[src/pin_lock_pkg.sv]
// Purpose: Shared constants and types for the encoder access lock
// Assumes: 100 MHz ref_clk
// Notes:   Second-scale times are derived from the clock rate
package pin_lock_pkg;
    localparam int unsigned CLK_HZ           = 100_000_000;
    localparam int unsigned DATA_W           = 8;
    localparam int unsigned PIN_LEN          = 4;
    localparam int unsigned IND_ON_S         = 1;
    localparam int unsigned SETUP_WIN_S      = 15;
    localparam int unsigned ENTRY_GAP_S      = 2;
    localparam int unsigned LOCK_LONG_S      = 900;
    localparam int unsigned LOCK_SHORT_S     = 30;
    localparam int unsigned DEBOUNCE_NS      = 1_000_000;
    localparam int unsigned FLASH_HALF_NS    = 250_000_000;
    localparam int unsigned CLK_PERIOD_NS    = 1_000_000_000 / CLK_HZ;
    localparam int unsigned IND_ON_CYC       = IND_ON_S * CLK_HZ;
    localparam int unsigned SETUP_WIN_CYC    = SETUP_WIN_S * CLK_HZ;
    localparam int unsigned ENTRY_GAP_CYC    = ENTRY_GAP_S * CLK_HZ;
    localparam longint unsigned LOCK_LONG_CYC = 64'(LOCK_LONG_S) * 64'(CLK_HZ);
    localparam int unsigned LOCK_SHORT_CYC   = LOCK_SHORT_S * CLK_HZ;
    localparam int unsigned DEBOUNCE_CYC     = DEBOUNCE_NS / CLK_PERIOD_NS;
    localparam int unsigned FLASH_HALF_CYC   = FLASH_HALF_NS / CLK_PERIOD_NS;

    typedef struct packed {
        logic [DATA_W-1:0] data_fall;
        logic              setup_fall;
    } key_events_t;
endpackage : pin_lock_pkg

[src/encoder_pin_access_lock.sv]
// Purpose: PIN access lock for a remote-control encoder
// Assumes: Single 100 MHz clock, key exchange done elsewhere
// Notes:   Function
`timescale 1ns/1ps
`default_nettype none
module encoder_pin_access_lock
    import pin_lock_pkg::*;
#(
    parameter int unsigned     DEB_CYC    = DEBOUNCE_CYC,
    parameter int unsigned     FLASH_CYC  = FLASH_HALF_CYC,
    // Cycles per second; every second-scale timer below follows it
    parameter int unsigned     SEC_CYC    = CLK_HZ,
    parameter int unsigned     IND_CYC    = IND_ON_S * SEC_CYC,
    parameter int unsigned     SETUP_CYC  = SETUP_WIN_S * SEC_CYC,
    parameter int unsigned     GAP_CYC    = ENTRY_GAP_S * SEC_CYC,
    parameter longint unsigned LONG_CYC   = 64'(LOCK_LONG_S) * 64'(SEC_CYC),
    parameter int unsigned     SHORT_CYC  = LOCK_SHORT_S * SEC_CYC
) (
    input  wire logic              ref_clk,
    input  wire logic              reset_n,
    input  wire logic [DATA_W-1:0] data_in,
    input  wire logic              pin_setup_req,
    input  wire logic              transmit_req,
    input  wire logic              lockout_sel,
    input  wire logic              key_learned,
    input  wire logic              key_exchange_ok,
    output var  logic              status_indicator,
    output var  logic              transmit_enable,
    output var  logic              unlocked,
    output var  logic              pin_stored
);
    // Every timer must be nonzero and fit the 40-bit counters
    if (FLASH_CYC < 1 || IND_CYC < 1 || SETUP_CYC < 1 || GAP_CYC < 1 || SHORT_CYC < 1 ||
        LONG_CYC < 1 || LONG_CYC > 64'h0000_00ff_ffff_ffff) begin : g_bad_timer
        $error("Timer counts must lie between 1 and 2**40-1");
    end

    localparam int unsigned TW = 40;
    localparam int unsigned EW = $clog2(PIN_LEN + 1);
    typedef enum logic [1:0] {ST_IDLE, ST_SETUP, ST_ENTRY, ST_OPEN} lock_state_t;

    key_events_t              ev;
    logic [DATA_W-1:0]        data_lvl;
    logic                     setup_lvl;
    logic                     tx_s1_reg, tx_s2_reg, sel_s1_reg, sel_s2_reg;
    logic                     kl_s1_reg, kl_s2_reg, ko_s1_reg, ko_s2_reg, ko_d_reg;

    genvar gi;
    generate
        for (gi = 0; gi < DATA_W; gi++) begin : g_data
            input_conditioner #(.DEB_CYC(DEB_CYC)) u_cond (
                .ref_clk (ref_clk),
                .reset_n (reset_n),
                .pin_in  (data_in[gi]),
                .level   (data_lvl[gi]),
                .fall    (ev.data_fall[gi])
            );
        end
    endgenerate
    input_conditioner #(.DEB_CYC(DEB_CYC)) u_setup_cond (
        .ref_clk (ref_clk),
        .reset_n (reset_n),
        .pin_in  (pin_setup_req),
        .level   (setup_lvl),
        .fall    (ev.setup_fall)
    );

    function automatic logic [2:0] first_index(input logic [DATA_W-1:0] v);
        logic [2:0] r;
        r = 3'h0;
        for (int i = DATA_W - 1; i >= 0; i--) begin
            if (v[i]) r = 3'(i);
        end
        return r;
    endfunction : first_index

    lock_state_t              state_reg, state_next;
    logic [TW-1:0]            tmr_reg, tmr_next;
    logic [TW-1:0]            ind_tmr_reg, ind_tmr_next;
    logic [TW-1:0]            fl_tmr_reg, fl_tmr_next;
    logic [EW-1:0]            cnt_reg, cnt_next;
    logic [PIN_LEN*3-1:0]     pin_reg, pin_next, buf_reg, buf_next;
    logic                     stored_reg, stored_next, flash_reg, flash_next;
    logic                     ind_reg, ind_next, txen_reg, txen_next, unl_reg, unl_next;
    logic                     any_fall, data_busy, learn_ev, ok_ev;
    logic [TW-1:0]            lock_lim;

    assign any_fall  = |ev.data_fall;
    assign data_busy = |data_lvl;
    assign learn_ev  = kl_s2_reg;
    assign ok_ev     = ko_s2_reg & ~ko_d_reg;
    assign lock_lim  = sel_s2_reg ? TW'(SHORT_CYC) : TW'(LONG_CYC);

    always_comb begin
        state_next   = state_reg;
        tmr_next     = tmr_reg + 1'b1;
        cnt_next     = cnt_reg;
        pin_next     = pin_reg;
        buf_next     = buf_reg;
        stored_next  = stored_reg;
        unl_next     = 1'b0;
        unique case (state_reg)
            ST_IDLE: begin
                tmr_next = '0;
                if (ev.setup_fall) begin
                    state_next = ST_SETUP;
                    cnt_next   = '0;
                end else if (stored_reg && any_fall) begin
                    state_next = ST_ENTRY;
                    buf_next   = {first_index(ev.data_fall), buf_reg[PIN_LEN*3-1:3]};
                    cnt_next   = EW'(1);
                end
            end
            ST_SETUP: begin
                if (ev.setup_fall || tmr_reg >= TW'(SETUP_CYC - 1)) begin
                    state_next = ST_IDLE;
                end else if (any_fall) begin
                    tmr_next = tmr_reg + 1'b1;
                    buf_next = {first_index(ev.data_fall), buf_reg[PIN_LEN*3-1:3]};
                    cnt_next = cnt_reg + 1'b1;
                    if (cnt_reg == EW'(PIN_LEN - 1)) begin
                        state_next  = ST_IDLE;
                        pin_next    = {first_index(ev.data_fall), buf_reg[PIN_LEN*3-1:3]};
                        stored_next = 1'b1;
                    end
                end
            end
            ST_ENTRY: begin
                if (any_fall) begin
                    tmr_next = '0;
                    buf_next = {first_index(ev.data_fall), buf_reg[PIN_LEN*3-1:3]};
                    cnt_next = cnt_reg + 1'b1;
                    if (cnt_reg == EW'(PIN_LEN - 1)) begin
                        state_next = ST_IDLE;
                        if (buf_next == pin_reg) begin
                            state_next = ST_OPEN;
                        end
                    end
                end else if (tmr_reg >= TW'(GAP_CYC - 1)) begin
                    state_next = ST_IDLE;
                end
            end
            ST_OPEN: begin
                unl_next = 1'b1;
                if (tx_s2_reg || data_busy) begin
                    tmr_next = '0;
                end else if (tmr_reg >= lock_lim - 1'b1) begin
                    state_next = ST_IDLE;
                    unl_next   = 1'b0;
                end
            end
        endcase
        if (learn_ev) begin
            stored_next = 1'b0;
            state_next  = ST_IDLE;
            unl_next    = 1'b0;
        end
    end

    always_comb begin
        ind_tmr_next = '0;
        fl_tmr_next  = '0;
        flash_next   = 1'b0;
        if (ok_ev) begin
            ind_tmr_next = TW'(IND_CYC);
        end else if (ind_tmr_reg != '0) begin
            ind_tmr_next = ind_tmr_reg - 1'b1;
        end
        if (state_reg == ST_SETUP) begin
            fl_tmr_next = fl_tmr_reg + 1'b1;
            flash_next  = flash_reg;
            if (fl_tmr_reg >= TW'(FLASH_CYC - 1)) begin
                fl_tmr_next = '0;
                flash_next  = ~flash_reg;
            end
        end
        ind_next = (ind_tmr_next != '0) | flash_next;
        // Transmit only on request, unlocked or PIN-free; PIN digits never count
        txen_next = tx_s2_reg && !learn_ev && state_next != ST_SETUP &&
                    (!stored_next || state_next == ST_OPEN);
    end

    always_ff @(posedge ref_clk or negedge reset_n) begin
        if (!reset_n) begin
            state_reg   <= ST_IDLE;
            tmr_reg     <= '0;
            cnt_reg     <= '0;
            pin_reg     <= '0;
            buf_reg     <= '0;
            stored_reg  <= 1'b0;
            unl_reg     <= 1'b0;
            ind_tmr_reg <= '0;
            fl_tmr_reg  <= '0;
            flash_reg   <= 1'b0;
            ind_reg     <= 1'b0;
            txen_reg    <= 1'b0;
            tx_s1_reg   <= 1'b0;
            tx_s2_reg   <= 1'b0;
            sel_s1_reg  <= 1'b0;
            sel_s2_reg  <= 1'b0;
            kl_s1_reg   <= 1'b0;
            kl_s2_reg   <= 1'b0;
            ko_s1_reg   <= 1'b0;
            ko_s2_reg   <= 1'b0;
            ko_d_reg    <= 1'b0;
        end else begin
            state_reg   <= state_next;
            tmr_reg     <= tmr_next;
            cnt_reg     <= cnt_next;
            pin_reg     <= pin_next;
            buf_reg     <= buf_next;
            stored_reg  <= stored_next;
            unl_reg     <= unl_next;
            ind_tmr_reg <= ind_tmr_next;
            fl_tmr_reg  <= fl_tmr_next;
            flash_reg   <= flash_next;
            ind_reg     <= ind_next;
            txen_reg    <= txen_next;
            tx_s1_reg   <= transmit_req;
            tx_s2_reg   <= tx_s1_reg;
            sel_s1_reg  <= lockout_sel;
            sel_s2_reg  <= sel_s1_reg;
            kl_s1_reg   <= key_learned;
            kl_s2_reg   <= kl_s1_reg;
            ko_s1_reg   <= key_exchange_ok;
            ko_s2_reg   <= ko_s1_reg;
            ko_d_reg    <= ko_s2_reg;
        end
    end

    assign status_indicator = ind_reg;
    assign transmit_enable  = txen_reg;
    assign unlocked         = unl_reg;
    assign pin_stored       = stored_reg;

    chk_locked_no_tx: assert property (@(posedge ref_clk) disable iff (!reset_n)
        (stored_reg && state_reg != ST_OPEN) |=> (!txen_reg || state_reg == ST_OPEN))
        else $error("Transmit while locked");
    chk_learn_erase: assert property (@(posedge ref_clk) disable iff (!reset_n)
        learn_ev |=> !stored_reg)
        else $error("PIN kept after key learn");
    chk_ind_pulse: assert property (@(posedge ref_clk) disable iff (!reset_n)
        (ok_ev && state_reg != ST_SETUP) |=> ##1 ind_reg)
        else $error("Indicator not raised after key exchange");
    chk_setup_entry: assert property (@(posedge ref_clk) disable iff (!reset_n)
        (state_reg == ST_IDLE && ev.setup_fall && !learn_ev) |=> state_reg == ST_SETUP)
        else $error("Setup mode not entered");
    chk_setup_cancel: assert property (@(posedge ref_clk) disable iff (!reset_n)
        (state_reg == ST_SETUP && ev.setup_fall) |=> state_reg == ST_IDLE && $stable(pin_reg))
        else $error("Setup cancel failed");
    chk_setup_store: assert property (@(posedge ref_clk) disable iff (!reset_n)
        (state_reg == ST_SETUP && !ev.setup_fall && any_fall && !learn_ev &&
         tmr_reg < TW'(SETUP_CYC - 1) && cnt_reg == EW'(PIN_LEN - 1))
        |=> stored_reg && state_reg == ST_IDLE)
        else $error("PIN not stored on fourth entry");
    chk_gap_abort: assert property (@(posedge ref_clk) disable iff (!reset_n)
        (state_reg == ST_ENTRY && !any_fall && !learn_ev && tmr_reg >= TW'(GAP_CYC - 1))
        |=> state_reg == ST_IDLE)
        else $error("Partial entry not discarded");
    chk_free_tx: assert property (@(posedge ref_clk) disable iff (!reset_n)
        (tx_s2_reg && !stored_reg && !learn_ev && state_reg == ST_IDLE && !ev.setup_fall)
        |=> txen_reg)
        else $error("No transmit without PIN");
    chk_relock: assert property (@(posedge ref_clk) disable iff (!reset_n)
        (state_reg == ST_OPEN && !tx_s2_reg && !data_busy && tmr_reg >= lock_lim - 1'b1)
        |=> state_reg == ST_IDLE)
        else $error("No relock after inactivity");
    cov_setup: cover property (@(posedge ref_clk) disable iff (!reset_n)
        state_reg == ST_SETUP ##1 stored_reg);
    cov_unlock: cover property (@(posedge ref_clk) disable iff (!reset_n)
        state_reg == ST_ENTRY ##1 state_reg == ST_OPEN);
    cov_free_tx: cover property (@(posedge ref_clk) disable iff (!reset_n)
        txen_reg && !stored_reg);
endmodule : encoder_pin_access_lock
`default_nettype wire

[src/input_conditioner.sv]
// Purpose: Synchronise, debounce and detect releases of one input
// Assumes: Input is asynchronous to ref_clk
// Notes:   fall pulses one cycle when a stable high returns low
`timescale 1ns/1ps
`default_nettype none
module input_conditioner #(
    parameter int unsigned DEB_CYC = 100_000
) (
    input  wire logic ref_clk,
    input  wire logic reset_n,
    input  wire logic pin_in,
    output var  logic level,
    output var  logic fall
);
    if (DEB_CYC < 1) begin : g_bad_deb
        $error("DEB_CYC must be at least 1");
    end
    localparam int unsigned CW = $clog2(DEB_CYC + 1);
    logic          sync1_reg, sync2_reg, level_reg, level_next, fall_reg, fall_next;
    logic [CW-1:0] cnt_reg, cnt_next;

    always_comb begin
        level_next = level_reg;
        cnt_next   = cnt_reg;
        fall_next  = 1'b0;
        if (sync2_reg == level_reg) begin
            cnt_next = '0;
        end else if (cnt_reg == CW'(DEB_CYC - 1)) begin
            cnt_next   = '0;
            level_next = sync2_reg;
            fall_next  = level_reg;
        end else begin
            cnt_next = cnt_reg + 1'b1;
        end
    end

    always_ff @(posedge ref_clk or negedge reset_n) begin
        if (!reset_n) begin
            sync1_reg <= 1'b0;
            sync2_reg <= 1'b0;
            level_reg <= 1'b0;
            fall_reg  <= 1'b0;
            cnt_reg   <= '0;
        end else begin
            sync1_reg <= pin_in;
            sync2_reg <= sync1_reg;
            level_reg <= level_next;
            fall_reg  <= fall_next;
            cnt_reg   <= cnt_next;
        end
    end
    assign level = level_reg;
    assign fall  = fall_reg;
endmodule : input_conditioner
`default_nettype wire

[config.mk]
export PLATFORM = sky130hd
export DESIGN_NAME = encoder_pin_access_lock
export DESIGN_NICKNAME = d
export VERILOG_FILES = /design/src/pin_lock_pkg.sv /design/src/encoder_pin_access_lock.sv /design/src/input_conditioner.sv
export SDC_FILE = /design/constraint.sdc
export NUM_CORES = 1
export LEC_CHECK = 0
export BUFFER_PORTS_ARGS = -buffer_cell sky130_fd_sc_hd__buf_2
export CORE_MARGIN = 2
export CORE_UTILIZATION = 57
export DETAILED_ROUTE_END_ITERATION = 16
export PLACE_DENSITY = 0.77
export SLEW_MARGIN = 20
export SYNTH_ARGS = -nofsm -noshare
export SYNTH_HDL_FRONTEND = slang
export SYNTH_SLANG_ARGS = --single-unit
[constraint.sdc]
create_clock -name ref_clk -period 2.6 [get_ports ref_clk]
set_input_delay 0.13 -clock ref_clk [delete_from_list [all_inputs] [get_ports ref_clk]]
set_output_delay 0.13 -clock ref_clk [all_outputs]
set_load 0.02 [all_outputs]
==> flow_summary.ini <==
[timing]
fin_crit_sh = 1.03
tightest_slew_ns = 0.706
fmax_mhz = 375
finalSetupViolations = 9
finalHoldViolations = 0
max_slew_margin = 0.528
finClkSkew_ns = 0.0288
slew_viol_final = 0
finalCriticalPeriod_ns = 2.67
fin_hold_ws_ns = 0.130
final.setup.worst_slack_ns = -0.0668
rsz0062_at_grt = yes

[synthesis]
yosys_most_used_dff = dfrtp_1
yosysSeqAreaShare = 0.514
synth-edff-count = 0
synth_top_cell_area_share = 0.514
async_flop_share = 1.00
syn_inst = 1700
yosys.area.top_type = dfrtp_1
avgSynthCellArea_sq_um = 9.99
synth_area_leaders = dfrtp_1, xor2_1, nor2_1, xnor2_1, nand3_1
yosys_warnings = 0
synth_area_sq_mm = 0.0170
yosysUniqueCellTypes = 64
ys_ff_latch = 349

[global_routing]
antenna_found_initial = 0
grt_max_degree = 79
grt_pass1_vias = 12860
grt_pass1_wl_um = 60500
grt_use_total = 0.234
gr-total-overflow = 0

[setup_path]
crit_required_ns = 3.00
crit-reg2reg-launch = ind_tmr_reg[1]
r2r_slack_ns = -0.07
r2r_end = status_indicator
start_kind = register
crit_path_end_kind = register
path_max_fanout = 5
critPathKind = reg -> reg
worstPathArrival_ns = 3.07
worst_r2r_path_depth = 13

[power]
report.power.total_mw = 12.5
power_frac_seq = 0.456
leakagePower_nw = 8.81
power_density_mw_per_mm2 = 619
vdd_drop_max_mv = 0.576
internal_power_mw = 9.40
swShare = 0.246
clockPowerShare = 0.443
power_frac_comb = 0.101
power_switching_mw = 3.07

[routing]
wl_per_cell_um = 15.7
drc = 0
viasPerCell = 5.61
wl_um = 35900
drtPass1Iterations = 5
ant_nets = 0
drt-initial-drc-count = 731
vias = 12828

[clocking]
cts.sinks = 349
cts_tree = done
clk-insertion-delay-late_ns = 0.54
htreeDepth = 2
clockBufferDepth = 3
root_buffer = clkbuf_16
path_clk_slew_ns = 0.06
cts_buffers = 37

[status]
status = finished with violations
violations = negative setup slack

[placed_design]
dp_cells = 2182
dp_hpwl_um = 23200
place.gp.congestion = 0.906
pre_cts_ws_ns = -0.155
placed_cell_area_sq_mm = 0.0183
port_buffers = 18

[final_layout]
multi_input_area_sq_mm = 0.00819
final_cells = 2285
regArea_sq_mm = 0.00873
final_area_sq_mm = 0.0202
largest_reg_flops = 136
antenna_cells = 0
nNetsFinal = 1919
nFillCells = 2198
areaGrowthSynthToFinish_pct = 18.7
post_route_cells_drive_above_1_share = 0.150

[die]
start_util = 0.576
die_x_um = 177
dieArea_sq_mm = 0.0312
ios = 19
design.core.area_sq_mm = 0.0295
dieHeight_um = 177
num_rows = 63

[hold_path]
hold_class = in -> async

[flow_run]
cap_violations = 0
## kinds of logic (layout without fill, tap and decap cells)
kind of cell,after synthesis,after routing,synth area share
DFF,349,349,0.514
and+or+nand+nor,842,842,0.249
muxes,31,31,0.0203
AOI/OAI and AO/OA,110,110,0.0414
xor gates and xnor gates,247,247,0.127
buffers and inverters,83,264,0.0200
other,1,15,0.000221
adders and majority gates,37,37,0.0273
## power by group through the flow
stage	registers [mW]	logic, mW	clock network (mW)
finish	5.68	1.26	5.53
CTS	5.68	1.18	5.64
floorplan	5.76	0.632	0
global placement	5.76	1.08	0
global route	5.70	1.38	5.88
detailed placement	5.77	1.11	0
## timing repair
| item | CTS | global route |
|---|---|---|
| hold buffers | 14 | 0 |
| setup endpoints to repair | 14 | 37 |
| pin swaps | 17 | 15 |
| buffers inserted | 12 | 10 |
| gates cloned | 0 | 0 |
| endpoints found under the hold margin | 85 | 0 |
| resized for setup | 15 | 38 |
## cells in the mapped netlist, types with 6 or more instances
master    instances
nand3_1         115
inv_1            35
nor3b_1          12
ha_1             37
dfrtp_1         349
or4b_2            7
and4_1           23
a31oi_1           6
o21ai_1           9
nor2_1          308
and3_1           28
nand2b_1         11
mux2_1           18
mux2_2           10
or4_1             9
nor4_1           37
nor2b_1           6
o21ai_0          27
xnor2_1          91
nor3_1           50
or3_1            16
nand3b_1         13
nand4_1          48
xor2_1          156
nand4b_1          9
a21oi_1          29
nand2_1         116
and2_1           10
clkbuf_1         40
## per-stage QoR
| step | utilization | TNS, ns |
|---|---|---|
| after floorplan | - | 0 |
| after global placement | 0.621 | -0.0792 |
| after detailed placement | 0.621 | -0.314 |
| after CTS | 0.675 | -0.131 |
| after global routing | 0.684 | -1.66 |
| final | 0.684 | -0.276 |
## per-layer routing
metal,vias up,part of all wire,global-route usage
li1,6175,-,-
met1,6283,0.44,0.311
met2,277,0.49,0.396
met3,93,0.038,0.0321
met4,0,0.029,0.0806
met5,-,0,0
## placed cells by master (no fill, tap or decap), drive strengths merged, types with 7 or more instances in the layout
master / n
clkinv: 8
or2: 8
nor4: 40
or4b: 8
inv: 37
dfrtp: 349
ha: 37
xor2: 156
buf: 148
or3: 16
clkbuf: 47
nor2: 308
nand4b: 9
and4: 23
nand2: 117
and2: 10
dlygate4sd3: 14
and3: 28
a21oi: 29
mux2: 28
o21ai: 36
xnor2: 91
nand3b: 13
nor3b: 13
conb: 15
nor3: 52
a211oi: 7
or4: 11
nand4: 48
nand2b: 11
nand3: 115
## worst max-delay path by stage
stage / startpoint / endpoint / slack, ns
6_report: ind_tmr_reg[1] / status_indicator / -0.07
3_3_place_gp: ind_tmr_reg[0] / status_indicator / -0.06
3_5_place_dp: ind_tmr_reg[0] / status_indicator / -0.15
2_1_floorplan: ind_tmr_reg[5] / status_indicator / 0.003
4_1_cts: ind_tmr_reg[0] / status_indicator / -0.06
5_1_grt: ind_tmr_reg[1] / status_indicator / -0.26
## layout make-up
| class | count | area share |
|---|---|---|
| sequential | 349 | 0.433 |
| multi-input combinational | 1282 | 0.407 |
| timing repair buffer | 162 | 0.0651 |
| clock buffer | 47 | 0.0498 |
| tap | 390 | 0.0242 |
| clock inverter | 20 | 0.0145 |
| inverter | 35 | 0.00652 |
## critical path: stages (launching register included)
cell and delay, ns:
dfrtp_1 0.37, inv_2 0.05, buf_4 0.14, ha_4 0.15
or3b_4 0.26, buf_4 0.13, nand2_1 0.07, buf_4 0.16
a211oi_1 0.26, o211ai_1 0.20, nor4_1 0.37, nand3_1 0.12
o21ai_0 0.17, nand3_1 0.08
No activity file was read; power rests on OpenSTA's default activity.
